**src/shared/gpirq_pkg.sv**
```systemverilog
package gpirq_pkg;

   typedef struct packed
   {
      logic [7:0] addr;
      logic [7:0] wdata;
      logic       wr;
      logic       rd;
   } gpirq_bus_t;

   localparam int NUM_GROUPS = 10;
   localparam int NUM_TMODS  = 8;

   localparam logic [7:0] OFF_CORE    = 8'h00;
   localparam logic [7:0] OFF_GFLAG_L = 8'h01;
   localparam logic [7:0] OFF_GFLAG_H = 8'h02;
   localparam logic [7:0] OFF_GEN_L   = 8'h03;
   localparam logic [7:0] OFF_GEN_H   = 8'h04;
   localparam logic [7:0] OFF_SRC0    = 8'h10;
   localparam logic [7:0] OFF_PSC0    = 8'h20;
   localparam logic [7:0] OFF_PSC1    = 8'h21;
   localparam logic [7:0] OFF_PTB0    = 8'h22;
   localparam logic [7:0] OFF_PTB1    = 8'h23;

   localparam int CORE_GLOB_BIT = 0;
   localparam int CORE_CEN_BIT  = 1;
   localparam int CORE_CFL_BIT  = 2;
   localparam int SRC_EXF_BIT   = 6;
   localparam int SRC_AF_BIT    = 5;
   localparam int SRC_PF_BIT    = 4;
   localparam int SRC_EXE_BIT   = 2;
   localparam int SRC_AE_BIT    = 1;
   localparam int SRC_PE_BIT    = 0;
   localparam int PTB_ON_BIT    = 7;

   localparam logic [7:0] RST_BYTE  = 8'h00;
   localparam logic [9:0] RST_GRP   = 10'h000;
   localparam logic [7:0] EX_MASK   = 8'hF0;
   localparam logic [1:0] SEL_SYS   = 2'h0;
   localparam logic [1:0] SEL_DIV4  = 2'h1;
   localparam logic [1:0] DIV4_LAST = 2'h3;
   localparam logic [3:0] VEC_CONV  = 4'h0;
   localparam logic [3:0] VEC_GRP0  = 4'h1;

endpackage

```
**src/core/gpirq_tbase.sv**
```systemverilog
`timescale 1ns/1ns
module gpirq_tbase
   import gpirq_pkg::*;
(
   input  wire logic       ref_clk,
   input  wire logic       nrst,
   input  wire logic [1:0] src_sel,
   input  wire logic       tb_on,
   input  wire logic [2:0] period_sel,
   input  wire logic       sub_rise,
   output logic            ovf_q
);

   logic [1:0]  div_q;
   logic [14:0] cnt_q;
   logic        tick;
   logic [14:0] mask;

   function automatic logic [14:0] period_mask(input logic [2:0] p);
      logic [15:0] m;
      m = (16'h0100 << p) - 16'h0001;
      return m[14:0];
   endfunction

   // Prescaler clock source: system clock, system clock over four, or sub clock edges.
   always_comb
   begin
      unique case (src_sel)
         SEL_SYS:  tick = 1'b1;
         SEL_DIV4: tick = (div_q == DIV4_LAST);
         default:  tick = sub_rise;
      endcase
      mask = period_mask(period_sel);
   end

   always_ff @(posedge ref_clk or negedge nrst)
   begin
      if (!nrst)
         div_q <= 2'h0;
      else
         div_q <= div_q + 2'h1;
   end

   always_ff @(posedge ref_clk or negedge nrst)
   begin
      if (!nrst)
         cnt_q <= 15'h0000;
      else if (!tb_on)
         cnt_q <= 15'h0000;
      else if (tick)
         cnt_q <= ((cnt_q & mask) == mask) ? 15'h0000 : cnt_q + 15'h0001;
   end

   always_ff @(posedge ref_clk or negedge nrst)
   begin
      if (!nrst)
         ovf_q <= 1'b0;
      else
         ovf_q <= tb_on && tick && ((cnt_q & mask) == mask);
   end

endmodule

```
**src/core/gpirq_core.sv**
```systemverilog
// Design decisions made here: the address map and the strobed register port.
`timescale 1ns/1ns
module gpirq_core
   import gpirq_pkg::*;
(
   input  wire logic       ref_clk,
   input  wire logic       nrst,
   input  wire gpirq_bus_t bus,
   output logic [7:0]      rdata_q,
   input  wire logic       conv_done,
   input  wire logic [7:0] tm_match_a,
   input  wire logic [7:0] tm_match_p,
   input  wire logic [1:0] cmp_out,
   input  wire logic [1:0] other_req,
   input  wire logic       sub_clock,
   input  wire logic       stack_full,
   input  wire logic       irq_ack,
   output logic            irq_req_q,
   output logic [3:0]      irq_vector_q,
   output logic            wake_q
);

   logic       glob_q, conv_en_q, conv_flag_q;
   logic [9:0] gflag_q, gen_q;
   logic [7:0] a_flag_q, p_flag_q, ex_flag_q;
   logic [7:0] a_en_q, p_en_q, ex_en_q;
   logic [1:0] psc0_q, psc1_q;
   logic [7:0] ptb0_q, ptb1_q;
   logic [2:0] syn1_q, syn2_q, syn3_q, st_q;
   logic [23:0] act_q;

   logic       glob_d, conv_flag_d;
   logic [9:0] gflag_d;
   logic [7:0] a_flag_d, p_flag_d, ex_flag_d;
   logic [2:0] st_d;
   logic [1:0] cmp_chg, ovf;
   logic       sub_rise, svc, req_d;
   logic [3:0] vec_d;
   logic [23:0] act_now;
   logic [9:0] gset, grp_ok;

   function automatic logic wr_at(input gpirq_bus_t b, input logic [7:0] a);
      return b.wr && (b.addr == a);
   endfunction

   ////////////////////////////////////////////////////////////////////////////
   // Pin synchronisers for the sub clock and the comparator outputs.

   always_ff @(posedge ref_clk or negedge nrst)
   begin
      if (!nrst)
      begin
         syn1_q <= 3'h0;
         syn2_q <= 3'h0;
         syn3_q <= 3'h0;
         st_q   <= 3'h0;
      end
      else
      begin
         syn1_q <= {sub_clock, cmp_out};
         syn2_q <= syn1_q;
         syn3_q <= syn2_q;
         st_q   <= st_d;
      end
   end

   // A level counts only once the second and third stages agree.
   always_comb
   begin
      st_d     = (syn2_q & syn3_q) | (st_q & (syn2_q | syn3_q));
      cmp_chg  = st_d[1:0] ^ st_q[1:0];
      sub_rise = st_d[2] & ~st_q[2];
   end

   ////////////////////////////////////////////////////////////////////////////
   // Time bases.

   gpirq_tbase u_tb0
   (
      .ref_clk    (ref_clk),
      .nrst       (nrst),
      .src_sel    (psc0_q),
      .tb_on      (ptb0_q[PTB_ON_BIT]),
      .period_sel (ptb0_q[2:0]),
      .sub_rise   (sub_rise),
      .ovf_q      (ovf[0])
   );

   gpirq_tbase u_tb1
   (
      .ref_clk    (ref_clk),
      .nrst       (nrst),
      .src_sel    (psc1_q),
      .tb_on      (ptb1_q[PTB_ON_BIT]),
      .period_sel (ptb1_q[2:0]),
      .sub_rise   (sub_rise),
      .ovf_q      (ovf[1])
   );

   ////////////////////////////////////////////////////////////////////////////
   // Request flags. A hardware set always wins over a clear in the same cycle.

   assign svc = irq_req_q && irq_ack;

   always_comb
   begin
      conv_flag_d = wr_at(bus, OFF_CORE) ? bus.wdata[CORE_CFL_BIT] : conv_flag_q;
      if (svc && (irq_vector_q == VEC_CONV))
         conv_flag_d = 1'b0;
      conv_flag_d = conv_flag_d | conv_done;
      glob_d = glob_q;
      if (svc)
         glob_d = 1'b0;
      if (wr_at(bus, OFF_CORE))
         glob_d = bus.wdata[CORE_GLOB_BIT];
      a_flag_d  = a_flag_q;
      p_flag_d  = p_flag_q;
      ex_flag_d = ex_flag_q;
      for (int i = 0; i < NUM_TMODS; i++)
      begin
         if (wr_at(bus, OFF_SRC0 + 8'(i)))
         begin
            a_flag_d[i]  = bus.wdata[SRC_AF_BIT];
            p_flag_d[i]  = bus.wdata[SRC_PF_BIT];
            ex_flag_d[i] = bus.wdata[SRC_EXF_BIT];
         end
      end
      a_flag_d  = a_flag_d | tm_match_a;
      p_flag_d  = p_flag_d | tm_match_p;
      ex_flag_d = (ex_flag_d | {ovf, cmp_chg, 4'h0}) & EX_MASK;
   end

   always_ff @(posedge ref_clk or negedge nrst)
   begin
      if (!nrst)
      begin
         conv_flag_q <= 1'b0;
         glob_q      <= 1'b0;
         a_flag_q    <= RST_BYTE;
         p_flag_q    <= RST_BYTE;
         ex_flag_q   <= RST_BYTE;
      end
      else
      begin
         conv_flag_q <= conv_flag_d;
         glob_q      <= glob_d;
         a_flag_q    <= a_flag_d;
         p_flag_q    <= p_flag_d;
         ex_flag_q   <= ex_flag_d;
      end
   end

   // Group flags 0 to 7 take a member only while its own enable is set; groups 8 and 9 take other_req directly.
   always_comb
   begin
      for (int i = 0; i < NUM_TMODS; i++)
         act_now[3*i +: 3] = {ex_flag_q[i] & ex_en_q[i], a_flag_q[i] & a_en_q[i], p_flag_q[i] & p_en_q[i]};
      for (int i = 0; i < NUM_TMODS; i++)
         gset[i] = |(act_now[3*i +: 3] & ~act_q[3*i +: 3]);
      gset[9:8] = other_req;
      gflag_d = gflag_q;
      if (wr_at(bus, OFF_GFLAG_L))
         gflag_d[7:0] = bus.wdata;
      if (wr_at(bus, OFF_GFLAG_H))
         gflag_d[9:8] = bus.wdata[1:0];
      if (svc && (irq_vector_q != VEC_CONV))
         gflag_d[irq_vector_q - VEC_GRP0] = 1'b0;
      gflag_d = gflag_d | gset;
   end

   always_ff @(posedge ref_clk or negedge nrst)
   begin
      if (!nrst)
      begin
         act_q   <= 24'h000000;
         gflag_q <= RST_GRP;
      end
      else
      begin
         act_q   <= act_now;
         gflag_q <= gflag_d;
      end
   end

   ////////////////////////////////////////////////////////////////////////////
   // Enables and time-base control.

   always_ff @(posedge ref_clk or negedge nrst)
   begin
      if (!nrst)
      begin
         conv_en_q <= 1'b0;
         gen_q     <= RST_GRP;
         a_en_q    <= RST_BYTE;
         p_en_q    <= RST_BYTE;
         ex_en_q   <= RST_BYTE;
         psc0_q    <= 2'h0;
         psc1_q    <= 2'h0;
         ptb0_q    <= RST_BYTE;
         ptb1_q    <= RST_BYTE;
      end
      else
      begin
         if (wr_at(bus, OFF_CORE))
            conv_en_q <= bus.wdata[CORE_CEN_BIT];
         if (wr_at(bus, OFF_GEN_L))
            gen_q[7:0] <= bus.wdata;
         if (wr_at(bus, OFF_GEN_H))
            gen_q[9:8] <= bus.wdata[1:0];
         for (int i = 0; i < NUM_TMODS; i++)
         begin
            if (wr_at(bus, OFF_SRC0 + 8'(i)))
            begin
               a_en_q[i]  <= bus.wdata[SRC_AE_BIT];
               p_en_q[i]  <= bus.wdata[SRC_PE_BIT];
               ex_en_q[i] <= bus.wdata[SRC_EXE_BIT] & EX_MASK[i];
            end
         end
         if (wr_at(bus, OFF_PSC0))
            psc0_q <= bus.wdata[1:0];
         if (wr_at(bus, OFF_PSC1))
            psc1_q <= bus.wdata[1:0];
         if (wr_at(bus, OFF_PTB0))
            ptb0_q <= bus.wdata & 8'h87;
         if (wr_at(bus, OFF_PTB1))
            ptb1_q <= bus.wdata & 8'h87;
      end
   end

   ////////////////////////////////////////////////////////////////////////////
   // Dispatch: conversion first, then groups from 0 upward.

   always_comb
   begin
      grp_ok = gflag_q & gen_q;
      vec_d  = VEC_CONV;
      for (int i = NUM_GROUPS - 1; i >= 0; i--)
         if (grp_ok[i])
            vec_d = VEC_GRP0 + 4'(i);
      if (conv_flag_q && conv_en_q)
         vec_d = VEC_CONV;
      req_d = glob_q && !stack_full && ((conv_flag_q && conv_en_q) || (|grp_ok)) && !svc;
   end

   always_ff @(posedge ref_clk or negedge nrst)
   begin
      if (!nrst)
      begin
         irq_req_q    <= 1'b0;
         irq_vector_q <= VEC_CONV;
      end
      else
      begin
         irq_req_q <= req_d;
         if (req_d)
            irq_vector_q <= vec_d;
      end
   end

   always_ff @(posedge ref_clk or negedge nrst)
   begin
      if (!nrst)
         wake_q <= 1'b0;
      else
         wake_q <= |({conv_flag_d, gflag_d, a_flag_d, p_flag_d, ex_flag_d}
                     & ~{conv_flag_q, gflag_q, a_flag_q, p_flag_q, ex_flag_q});
   end

   ////////////////////////////////////////////////////////////////////////////
   // Register read port.

   always_ff @(posedge ref_clk or negedge nrst)
   begin
      if (!nrst)
         rdata_q <= RST_BYTE;
      else if (!bus.rd)
         rdata_q <= RST_BYTE;
      else if ((bus.addr & 8'hF8) == OFF_SRC0)
         rdata_q <= {1'b0, ex_flag_q[bus.addr[2:0]], a_flag_q[bus.addr[2:0]], p_flag_q[bus.addr[2:0]],
                     1'b0, ex_en_q[bus.addr[2:0]], a_en_q[bus.addr[2:0]], p_en_q[bus.addr[2:0]]};
      else
      begin
         unique case (bus.addr)
            OFF_CORE:    rdata_q <= {5'h00, conv_flag_q, conv_en_q, glob_q};
            OFF_GFLAG_L: rdata_q <= gflag_q[7:0];
            OFF_GFLAG_H: rdata_q <= {6'h00, gflag_q[9:8]};
            OFF_GEN_L:   rdata_q <= gen_q[7:0];
            OFF_GEN_H:   rdata_q <= {6'h00, gen_q[9:8]};
            OFF_PSC0:    rdata_q <= {6'h00, psc0_q};
            OFF_PSC1:    rdata_q <= {6'h00, psc1_q};
            OFF_PTB0:    rdata_q <= ptb0_q;
            OFF_PTB1:    rdata_q <= ptb1_q;
            default:     rdata_q <= RST_BYTE;
         endcase
      end
   end

   ////////////////////////////////////////////////////////////////////////////
   // Checks.

   conv_set_a: assert property (@(posedge ref_clk) disable iff (!nrst) conv_done |=> conv_flag_q)
      else $error("conversion finish did not set its flag");
   conv_gate_a: assert property (@(posedge ref_clk) disable iff (!nrst)
      $rose(irq_req_q) && irq_vector_q == VEC_CONV |-> $past(glob_q && conv_en_q && conv_flag_q))
      else $error("conversion vector taken without its enables");
   stack_wait_a: assert property (@(posedge ref_clk) disable iff (!nrst) stack_full |=> !irq_req_q)
      else $error("request raised while stack full");
   conv_clear_a: assert property (@(posedge ref_clk) disable iff (!nrst)
      svc && irq_vector_q == VEC_CONV && !conv_done && !bus.wr |=> !conv_flag_q)
      else $error("conversion flag kept after service");
   glob_clear_a: assert property (@(posedge ref_clk) disable iff (!nrst)
      svc && !wr_at(bus, OFF_CORE) |=> !glob_q ##1 !irq_req_q)
      else $error("global enable kept after service");
   src_keep_a: assert property (@(posedge ref_clk) disable iff (!nrst)
      svc && irq_vector_q != VEC_CONV && !bus.wr |=> a_flag_q == ($past(a_flag_q) | $past(tm_match_a)))
      else $error("group service changed a member flag");
   cmp_flag_a: assert property (@(posedge ref_clk) disable iff (!nrst) cmp_chg[0] |=> ex_flag_q[4])
      else $error("comparator change did not set its flag");
   tb_flag_a: assert property (@(posedge ref_clk) disable iff (!nrst) ovf[1] |=> ex_flag_q[7])
      else $error("time-base overflow did not set its flag");
   wake_rise_a: assert property (@(posedge ref_clk) disable iff (!nrst) $rose(conv_flag_q) |-> wake_q)
      else $error("flag rise gave no wake");
   one_vector_a: assert property (@(posedge ref_clk) disable iff (!nrst) svc |=> !irq_req_q)
      else $error("second vector without new service entry");

endmodule

```
**config.mk**
```make
export PLATFORM = sky130hd
export DESIGN_NAME = gpirq_core
export DESIGN_NICKNAME = d
export VERILOG_FILES = /design/src/shared/gpirq_pkg.sv /design/src/core/gpirq_tbase.sv /design/src/core/gpirq_core.sv
export SDC_FILE = /design/constraint.sdc
export NUM_CORES = 1
export LEC_CHECK = 0
export ABC_CLOCK_PERIOD_IN_PS = 2200
export BUFFER_PORTS_ARGS = -buffer_cell sky130_fd_sc_hd__clkbuf_2
export CAP_MARGIN = 5
export CORE_MARGIN = 3
export CORE_UTILIZATION = 40
export CTS_CLUSTER_SIZE = 14
export DETAILED_ROUTE_END_ITERATION = 6
export PLACE_DENSITY = 0.59
export SLEW_MARGIN = 10
export SYNTH_ARGS = -nofsm -noshare
export SYNTH_HDL_FRONTEND = slang
export SYNTH_SLANG_ARGS = --single-unit
```
**constraint.sdc**
```tcl
create_clock -name ref_clk -period 2.2 [get_ports ref_clk]
set_input_delay 0.11 -clock ref_clk [delete_from_list [all_inputs] [get_ports ref_clk]]
set_output_delay 0.11 -clock ref_clk [all_outputs]
set_load 0.01 [all_outputs]
```
==> results by group, run 1 <==
Logic synthesis
  – FF+latch count, synth: 157
  – Synth area leader: dfrtp_1
  – Post-synthesis simple-gate area fraction: 21.2%
  – Post-synth EDFFs: 0
  – Synthesized net count: 884
  – Post-synth ARST share: 100%
  – Top_reg_cell synth: dfrtp_1
  – Mean Syn Cell Area: 9.83 um^2
  – Largest cells by area after synthesis: dfrtp_1, nand2_1, mux2_2, o21ai_0, mux4_2
  – Post-Synthesis Cell Area: 8200 um^2
  – Synth Area in Compound Gates: 16.3%
  – Ys Warns: 0
  – Cells after Synth: 834
  – Distinct cell type count after synthesis: 74
  – Adder-Cell Fraction of Synth Area: 1.28%
  – Sequential share of the synthesized area: 47.9%
  – Synth Area in XOR/XNOR: 0.427%
  – Mux cell area share after synthesis: 8.58%
  – Largest family of logic cells by synthesized area: simple AND/OR/NAND/NOR gates
  – Top-area cell type share of the netlist area: 47.9%

Route
  – DRT antenna net count: 0
  – Post-route DRC: 0
  – Via density: 5.63
  – Initial drt markers: 568
  – Final Routed Wirelength: 24.1 mm
  – DR pass1 iterations: 6
  – DR vias: 7165
  – WL per Instance: 19.0 um

Die
  – Die ar.: 22200 um^2
  – Die width: 149 um
  – Core area: 19800 um^2
  – Row cnt: 51
  – Die Y: 149 um
  – Initial Utilization: 41.4%
  – Top Ports: 58

Clock network
  – Num CTS Buffers: 17
  – TritonCTS clock tree: yes
  – Worst skew pair latency: 0.43 ns
  – Clock root cell: clkbuf_16
  – Clock Sinks: 157
  – CTS clk-pin slew, worst paths: 0.06 ns
  – Clk buf depth: 2
  – H-tree Lvls: 4

Final layout
  – Share of layout cells above drive strength 1: 26.2%
  – Design area: 10600 um^2
  – ANT cells: 0
  – Register area: 3930 um^2
  – Layout Nets: 1046
  – Filler cell count: 1769
  – P&R area growth vs syn: 29.4%
  – Multi-input gate area: 4180 um^2
  – Final Non-Filler Cells: 1273

Timing
  – Minimum clock period: 2.30 ns
  – Max-slew headroom: 33.5%
  – Fin Clk Skew: 0.0114 ns
  – Hold slack final: 0.0204 ns
  – Final setup viols: 11
  – Fin. Hold Viols: 0
  – Fmax: 434 MHz
  – Final Max Tran Viols: 0
  – Setup TNS Final: -0.537 ns
  – Part of the cycle the worst path needs: 105%
  – RSZ-0062 raised after global routing: true
  – Worst slew pin tran: 0.996 ns
  – Final WS setup: -0.102 ns

GRT
  – First-pass GRT wire length: 38.3 mm
  – Initial antenna violation count: 0
  – Total grt overflow: 0
  – Largest net degree at the start of global routing: 50
  – Vias in the first global route: 6966
  – GRT Total Usage: 22.2%

Worst setup path
  – Critical Path RT: 2.52 ns
  – Critical path peak fanout: 7
  – Arrival time of the worst setup path: 2.62 ns
  – Worst Setup Start Kind: flop
  – Critical path class: reg -> reg
  – Worst setup EP type: flop
  – Slowest cell on the critical path: or3_4
  – Crit path top cell by count: or3_4
  – Max incr delay on CP: 0.44 ns
  – Cell Chain, Critical Path: or3_4 -> ha_4 -> nor2b_4 -> a21oi_4 -> nand4_1 -> or3_4 -> a31o_2 -> a21o_1

Run
  – Max-cap violations: 0

Place
  – Gpl congestion: 0.914
  – Placed insts: 1201
  – Post-DP Area: 9310 um^2
  – Detailed Place HPWL: 17.5 mm
  – Input/output buffers: 57

Power and ir drop
  – Max VDD drop: 419 uV
  – Static Leakage: 4.61 nW
  – PD cells: 693 nW/um^2

Status
  – Status: finished, violations left
  – Failing checks: setup timing

Worst hold path
  – HP Class: in -> reg
final timing paths:
path / slack (ns) / endpoint / startpoint / cells after the start
worst min register to register: 0.35 / syn2_q[2] / syn1_q[2] / 0
worst min-delay path: 0.02 / p_en_q[5] / bus[2] / 2
worst max register to register: -0.10 / u_tb0.cnt_q[9] / ptb0_q[1] / 8
worst max-delay path: -0.10 / u_tb0.cnt_q[9] / ptb0_q[1] / 8
min in group asynchronous: 0.14 / u_tb0.cnt_q[6] / nrst / 2
max in group asynchronous: 1.35 / conv_flag_q / nrst / 3
cell usage in the layout (no fill, tap or decap), drive strengths merged, types with 7 or more instances in the layout:
cell,instances
or3,11
and3,8
buf,88
nand4,10
nand2,98
nand3,35
nor4,8
dfrtp,157
nor3b,8
mux2,32
nor2b,19
dlygate4sd3,29
o21ai,49
and2,18
bufinv,7
o221ai,8
a22oi,16
clkbuf,74
nor2,50
nor3,24
nand2b,23
a21oi,36
inv,52
mux4,9
mux2i,14
a211o,11
metal layers:
metal  vias to the layer above  part of all wire [%]  global-route usage [%]
li1                       3369                     -                       -
met1                      3525                    46                    32.1
met2                       238                    45                    32.8
met3                        33                   7.4                    6.14
met4                         0                   1.9                    6.00
met5                         -                     0                       0
timing repair:
item / 4_1_cts / 5_1_grt
gates resized for setup: 23 / 31
endpoints found under the setup margin: 21 / 30
pin swaps: 13 / 21
hold endpoints to repair: 150 / 0
cloned: 1 / 1
hold buffers: 29 / 0
buffers inserted: 8 / 2
cells by family (layout without fill, tap and decap cells):
kind of cell / count (synthesis) / after routing
fa+ha+maj: 9 / 9
xor+xnor: 4 / 4
mux: 55 / 55
flops: 157 / 157
simple gates: 333 / 333
compound gates: 196 / 197
buf+inv: 80 / 253
critical path, delay by kind of cell (launching register included):
| family | cells | cell delay (ns) |
|---|---|---|
| flops | 1 | 0.37 |
| simple gates | 4 | 1.09 |
| compound gates | 3 | 0.54 |
| fa+ha+maj | 1 | 0.20 |
power breakdown:
| part | switching (mW) | internal (mW) | leakage, nW |
|---|---|---|---|
| Clock | 1.24 | 2.25 | 0.328 |
| Combinational | 0.442 | 0.368 | 2.29 |
| Sequential | 0.0722 | 2.98 | 1.99 |
| Total | 1.75 | 5.59 | 4.61 |
cell usage after synthesis (4+ instances only):
library cell,number
dfrtp_1,157
nand2_1,98
inv_1,49
nor2_1,48
o21ai_0,47
a21oi_1,36
nand3_1,33
mux2_2,32
nand2b_1,23
nor3_1,22
nor2b_1,19
and2_1,18
a22oi_1,16
clkbuf_1,15
mux2i_1,14
a211o_1,11
or3_1,11
nand4_1,10
buf_2,9
mux4_2,9
and3_1,8
nor4_1,8
nor3b_1,7
o221ai_1,7
ha_1,6
nand3b_1,6
o2111ai_1,6
o211ai_1,6
o22ai_1,6
a21o_1,5
a31oi_1,5
o21bai_1,5
o311ai_0,5
a211oi_1,4
registers in the layout, indices dropped and copies added, names as in the netlist, 8 cells and up:
register / cells
act_q: 20
u_tb0.cnt_q: 15
u_tb1.cnt_q: 15
gen_q: 10
gflag_q: 10
a_en_q: 8
a_flag_q: 8
p_en_q: 8
p_flag_q: 8
rdata_q: 8
layout make-up:
| class | instances | share of cell area, % |
|---|---|---|
| well taps | 265 | 3.13 |
| inverters | 49 | 1.73 |
| multi-input cells | 598 | 39.4 |
| flip-flops and latches | 157 | 37.1 |
| repair buffers | 173 | 12.2 |
| clock buffers | 18 | 4.05 |
| clock inverters | 13 | 2.45 |
metrics by stage:
step / worst slack (ns) / utilization [%] / power (mW)
CTS: -0.0947 / 52.8 / 7.36
global route: -0.202 / 53.6 / 7.63
finish: -0.102 / 53.6 / 7.35
detailed placement: -0.177 / 47.1 / 3.78
floorplan: -0.0732 / - / 3.45
global placement: -0.0651 / 47.1 / 3.77
No activity file was read; power rests on OpenSTA's default activity.
==> run 2, diff against run 1 <==
- GPL_ROUTABILITY_DRIVEN: unset -> 0
- SYNTH_HIERARCHICAL: unset -> 1
==> results by group, run 2 <==
Worst setup path
  – RR Startpoint: a_flag_q[3]
  – Critical path peak fanout: 4 (-3)
  – Capturing point of the worst reg2reg path: wake_q
  – Worst setup path end: wake_q
  – Worst setup EP type: flop
  – R2R Setup Slk: 0.13 ns (+0.23 ns)
  – Critical Path RT: 2.49 ns (-0.03 ns)
  – Critical path class: reg -> reg
  – Setup crit start: a_flag_q[3]
  – Worst Setup Start Kind: flop
  – Arrival time of the worst setup path: 2.36 ns (-0.26 ns)
  – R2R cell count: 6 (-2)

Logic synthesis
  – Synthesized net count: 860 (-2.7%)
  – Mean Syn Cell Area: 10.2 um^2 (+3.8%)
  – Top_reg_cell synth: dfrtp_1
  – Cells after Synth: 812 (-2.6%)
  – Top-area cell type share of the netlist area: 47.4% (-0.51 points)
  – Sequential share of the synthesized area: 47.4% (-0.51 points)
  – Post-Synthesis Cell Area: 8280 um^2 (+1.1%)
  – Distinct cell type count after synthesis: 89 (+20%)
  – FF+latch count, synth: 157 (unchanged)
  – Ys Warns: 6 (+6)
  – Synth cell count leaders: dfrtp_1, nand2_1, nor2_1
  – Post-synth EDFFs: 0 (unchanged)
  – Largest cells by area after synthesis: dfrtp_1, mux2_2, nand2_1, nor2_1, a21oi_1
  – Synth area leader: dfrtp_1
  – Most frequent cell after synthesis: dfrtp_1
  – Post-synth ARST share: 100% (unchanged)

Die
  – Core area: 20300 um^2 (+2.6%)
  – Top Ports: 58 (unchanged)
  – Die width: 150 um (+0.51%)
  – Row cnt: 52 (+2.0%)
  – Initial Utilization: 40.8% (-0.63 points)
  – Die Y: 150 um (+0.51%)
  – Die ar.: 22500 um^2 (+1.0%)

GRT
  – First-pass GRT wire length: 37.4 mm (-2.3%)
  – Total grt overflow: 0 (unchanged)
  – Initial antenna violation count: 1 (+1)
  – GRT Total Usage: 21.6% (-0.55 points)
  – Vias in the first global route: 6615 (-5.0%)
  – Largest net degree at the start of global routing: 51 (+2.0%)

Power and ir drop
  – Tot Pwr: 7.03 mW (-4.3%)
  – Static Leakage: 4.63 nW (+0.52%)
  – PD cells: 695 nW/um^2 (+0.30%)
  – Max VDD drop: 483 uV (+15%)

Route
  – Via density: 5.68 (+0.90%)
  – DRT antenna net count: 0 (unchanged)
  – Metal2 WL: 10.7 mm (-1.6%)
  – Initial drt markers: 471 (-17%)
  – Post-route DRC: 0 (unchanged)
  – WL per Instance: 19.5 um (+2.8%)
  – Met1 Routed Length: 11.5 mm (+4.2%)
  – Final Routed Wirelength: 23.8 mm (-1.4%)
  – DR vias: 6934 (-3.2%)
  – DR top layer: met5
  – Met3 WL post-DR: 1.32 mm (-26%)
  – DR pass1 iterations: 7 (+1)

Place
  – Setup slack after placement: -0.0850 ns (+0.0921 ns)
  – Input/output buffers: 57 (unchanged)
  – Placed insts: 1162 (-3.2%)
  – Detailed Place HPWL: 17.5 mm (about the same)

Clock network
  – Clock root cell: clkbuf_16
  – Worst skew pair latency: 0.43 ns (about the same)
  – Clk buf depth: 2 (unchanged)
  – CTS clk-pin slew, worst paths: 0.07 ns (about the same)
  – Clock Sinks: 157 (unchanged)
  – H-tree Lvls: 4 (unchanged)
  – TritonCTS clock tree: yes
  – Num CTS Buffers: 17 (unchanged)

Final layout
  – ANT cells: 0 (unchanged)
  – Filler cell count: 1861 (+5.2%)
  – Biggest regs: act_q (20), u_tb0/cnt_q (15), u_tb1/cnt_q (15)
  – Final Non-Filler Cells: 1221 (-4.1%)
  – Commonest non-fill, non-tap cell in the layout: dfrtp_1
  – P&R area growth vs syn: 22.1%
  – Share of layout cells above drive strength 1: 22.7% (-3.5 points)
  – Max reg flops: 20 (unchanged)
  – Layout Nets: 986 (-5.7%)
  – Most used cells in the layout excluding fill and tap cells: dfrtp_1, nand2_1, nor2_1, clkbuf_2, buf_4
  – Most flops, register: act_q

Worst hold path
  – Hold Path Stages: 2 (unchanged)
  – HP Class: in -> reg

Timing
  – Final setup viols: 0 (-11)
  – Minimum clock period: 2.07 ns (-0.231 ns)
  – Final Max Tran Viols: 0 (unchanged)
  – Fmax: 483 MHz (+11%)
  – Setup TNS Final: 0 ns (+0.537 ns)
  – Part of the cycle the worst path needs: 94.1% (-10 points)
  – RSZ-0062 raised after global routing: false
  – Final WS setup: 0.129 ns (+0.231 ns)
  – Max-slew headroom: 55.3% (+22 points)
  – Fin. Hold Viols: 0 (unchanged)
  – Worst slew pin tran: 0.667 ns (-0.329 ns)
  – Fin Clk Skew: 0.00954 ns (-0.00189 ns)

Status
  – Status: finished clean

Run
  – Max-cap violations: 0 (unchanged)
run 2: cell count changes in the layout (fill, tap and decap cells not counted), sizes merged, moves of 7 or more:
cell | previous run | this run
nor3 | 24 | 17
a211o | 11 | 20
nor2 | 50 | 61
buf | 88 | 53
nand2 | 98 | 83
o221ai | 8 | 1
a221oi | 0 | 7
a221o | 0 | 12
o21ai | 49 | 35
run 2: cell type report:
cell class	instances	area [um^2]	share of cell area (%)
multi-input combinational	584	4050	40.0
sequential	157	3930	38.8
clock buffer	17	425	4.20
clock inverter	15	249	2.46
timing repair buffer	135	967	9.56
tap	270	338	3.34
inverter	43	161	1.60
run 2: worst min-delay path by stage:
stage	from	end	slack (ns)
6_report	bus[8]	ex_flag_q[6]	0.07
4_1_cts	bus[8]	ex_flag_q[6]	0.05
3_5_place_dp	nrst	act_q[14]	0.12
5_1_grt	bus[8]	ex_flag_q[6]	0.06
2_1_floorplan	nrst	a_en_q[0]	-0.19
3_3_place_gp	nrst	act_q[14]	0.11
run 2: timing repair:
item,in CTS,in global routing
hold buffers,26,0
endpoints found under the hold margin,72,0
pin swaps,0,2
endpoints found under the setup margin,1,1
buffers inserted,0,1
gates resized for setup,2,1
run 2: report_power, final:
| part | total [mW] | switching (mW) | leakage, nW | internal, mW |
|---|---|---|---|---|
| Clock | 3.37 | 1.31 | 0.326 | 2.06 |
| Combinational | 0.613 | 0.358 | 2.32 | 0.255 |
| Sequential | 3.05 | 0.0819 | 1.99 | 2.97 |
| Total | 7.03 | 1.75 | 4.63 | 5.29 |
run 2: per-stage QoR:
step           util [%]  instance area [um^2]  hold slack [ns]
3_5_place_dp       45.1                  9170            0.116
2_1_floorplan         -                  8280           -0.186
4_1_cts            49.8                 10100           0.0454
5_1_grt            49.8                 10100           0.0609
3_3_place_gp       45.1                  9170            0.111
6_report           49.8                 10100           0.0670
run 2: routing by layer:
layer | vias up | track usage, %
met2 | 210 | 32.2
met5 | - | 0
li1 | 3256 | -
met1 | 3440 | 32.1
met3 | 26 | 4.88
met4 | 2 | 4.94
run 2: worst max-delay path: stages, from the launching register on:
cell       delay, ns
dfrtp_1         0.43
and2_1          0.20
a22oi_1         0.30
o2111ai_1       0.14
or4_1           0.43
a2111oi_2       0.30
nand4_1         0.13
run 2: cells by family after synthesis:
family / count (synthesis) / synth area share, %
adders and majority gates: 7 / 0.967
buffers and inverters: 71 / 3.84
AOI/OAI and AO/OA: 199 / 17.8
and+or+nand+nor: 320 / 21.3
DFF: 157 / 47.4
muxes: 58 / 8.74
==> run 3, diff against run 2 <==
- CORE_ASPECT_RATIO: unset -> 0.7
==> results by group, run 3 (synthesized netlist as in run 2, its figures left out) <==
Worst setup path
  – R2R Setup Slk: 0.11 ns (about the same)
  – Critical path class: reg -> reg
  – Worst Setup Start Kind: flop
  – Max incr delay on CP: 0.48 ns (+0.05 ns)
  – Arrival time of the worst setup path: 2.38 ns (+0.02 ns)
  – Worst setup EP type: flop
  – Critical Path RT: 2.50 ns (about the same)
  – Slowest cell on the critical path: nor3_1
  – Critical path peak fanout: 5 (+1)
  – Cell Chain, Critical Path: nand4bb_1 -> nor3_1 -> or4b_1 -> nand4_1 -> a2111oi_1 -> nand4_1
  – Crit path top cell by count: nand4_1

Place
  – Input/output buffers: 57 (unchanged)
  – Detailed Place HPWL: 18.4 mm (+5.4%)
  – Post-DP Area: 9190 um^2 (+0.25%)
  – Placed insts: 1165 (+0.26%)
  – Setup slack after placement: 0.0657 ns (+0.151 ns)

Die
  – Die width: 178 um (+19%)
  – Core area: 20100 um^2 (-1.1%)
  – Row cnt: 43 (-17%)
  – Top Ports: 58 (unchanged)
  – Initial Utilization: 41.3% (+0.47 points)
  – Die Y: 126 um (-16%)
  – Die ar.: 22500 um^2 (+0.12%)

Clock network
  – Post-CTS Setup Bufs: 0 (unchanged)
  – Worst skew pair latency: 0.44 ns (about the same)
  – CTS clk-pin slew, worst paths: 0.07 ns (about the same)
  – Clock root cell: clkbuf_16
  – Clk buf depth: 2 (unchanged)
  – TritonCTS clock tree: yes
  – H-tree Lvls: 4 (unchanged)
  – Num CTS Buffers: 17 (unchanged)
  – Clock Sinks: 157 (unchanged)

Route
  – Post-route DRC: 0 (unchanged)
  – WL per Instance: 20.2 um (+3.6%)
  – DR vias: 7011 (+1.1%)
  – DR pass1 iterations: 6 (-1)
  – DRT antenna net count: 0 (unchanged)
  – Via density: 5.74 (+1.0%)
  – Final Routed Wirelength: 24.7 mm (+3.7%)
  – Initial drt markers: 691 (+47%)

Final layout
  – Filler cell count: 1863 (+0.11%)
  – Final Util: 49.9% (+0.051 points)
  – Biggest regs: act_q (20), u_tb0/cnt_q (15), u_tb1/cnt_q (15)
  – Most flops, register: act_q
  – Layout Nets: 987 (+0.10%)
  – Multi-input gate area: 4040 um^2 (-0.12%)
  – ANT cells: 0 (unchanged)
  – P&R area growth vs syn: 20.9%
  – Commonest non-fill, non-tap cell in the layout: dfrtp_1
  – Most used cells in the layout excluding fill and tap cells: dfrtp_1, nand2_1, nor2_1, clkbuf_2, buf_4
  – Design area: 10000 um^2 (-1.0%)
  – Share of layout cells above drive strength 1: 22.7% (-0.024 points)
  – Register area: 3930 um^2 (unchanged)
  – Final Non-Filler Cells: 1222 (+0.082%)
  – Max reg flops: 20 (unchanged)

Timing
  – Worst slew pin tran: 0.558 ns (-0.109 ns)
  – Final WS setup: 0.115 ns (-0.0137 ns)
  – Max-slew headroom: 62.5% (+7.1 points)
  – Fin. Hold Viols: 0 (unchanged)
  – Fin Clk Skew: 0.0102 ns (+0.000620 ns)
  – Final setup viols: 0 (unchanged)
  – Setup TNS Final: 0 ns (unchanged)
  – Part of the cycle the worst path needs: 94.8% (+0.62 points)
  – RSZ-0062 raised after global routing: false
  – Minimum clock period: 2.09 ns (+0.0137 ns)
  – Final Max Tran Viols: 0 (unchanged)
  – Hold slack final: 0.0244 ns (-0.0426 ns)
  – Fmax: 480 MHz (-0.66%)

GRT
  – Met3 GRT Util: 7.48% (+2.6 points)
  – First-pass GRT wire length: 39.1 mm (+4.4%)
  – Initial antenna violation count: 0 (-1)
  – M2 GR Usage: 28.3% (-3.9 points)
  – GRT Total Usage: 22.6% (+1.0 points)
  – Largest net degree at the start of global routing: 51 (unchanged)
  – Total grt overflow: 0 (unchanged)
  – Vias in the first global route: 6721 (+1.6%)
  – M1 GR Usage: 36.9% (+4.8 points)
  – Most crowded layer after global routing: met1

Power and ir drop
  – Static Leakage: 4.57 nW (-1.2%)
  – Max VDD drop: 477 uV (-1.3%)
  – Tot Pwr: 6.57 mW (-6.5%)
  – PD cells: 657 nW/um^2 (-5.5%)

Status
  – Status: finished clean

Run
  – Max-cap violations: 0 (unchanged)

Worst hold path
  – HP Class: in -> reg
## run 3: cell types whose count changed in the layout (fill, tap and decap cells not counted), sizes merged
cell,delta
bufinv,-4
clkinvlp,+4
inv,-4
clkbuf,+3
buf,+2
clkinv,+1
dlygate4sd3,-1
## run 3: final cells by class
| cell class | count | share of cell area (%) |
|---|---|---|
| multi-input cells | 584 | 40.4 |
| clock buffers | 20 | 4.56 |
| inverters | 43 | 1.61 |
| flip-flops and latches | 157 | 39.2 |
| well taps | 270 | 3.37 |
| repair buffers | 136 | 9.71 |
| clock inverters | 12 | 1.12 |
## run 3: repair_timing
action                     4_1_cts  5_1_grt
gates resized for setup          0        2
setup endpoints to repair        0        1
hold endpoints to repair        81        0
hold buffers                    25        0
## run 3: metal layers
metal / wire length (um) / share of wire [%] / vias to the layer above
met1: 12500 / 51 / 3434
met5: 0 / 0 / -
met4: 323 / 1.3 / 0
li1: - / - / 3264
met3: 2410 / 9.7 / 32
met2: 9420 / 38 / 281
## run 3: worst paths after layout
path,start,cells past startpoint,endpoint
setup / recovery,irq_vector_q[2],6,wake_q
hold / removal,bus[0],2,rdata_q[0]
setup reg to reg,irq_vector_q[2],6,wake_q
hold reg to reg,syn1_q[0],0,syn2_q[0]
max in group asynchronous,nrst,3,u_tb1/cnt_q[3]
min in group asynchronous,nrst,2,gflag_q[4]
## run 3: critical path, delay by kind of cell (launching register included)
kind	cells	cell delay (ns)
and+or+nand+nor	5	1.25
DFF	1	0.42
AOI/OAI and AO/OA	1	0.28
## run 3: power by group
group	leakage (nW)	internal (mW)	switching, mW
clock network	0.265	1.62	1.27
registers	1.99	2.97	0.0827
logic	2.32	0.255	0.369
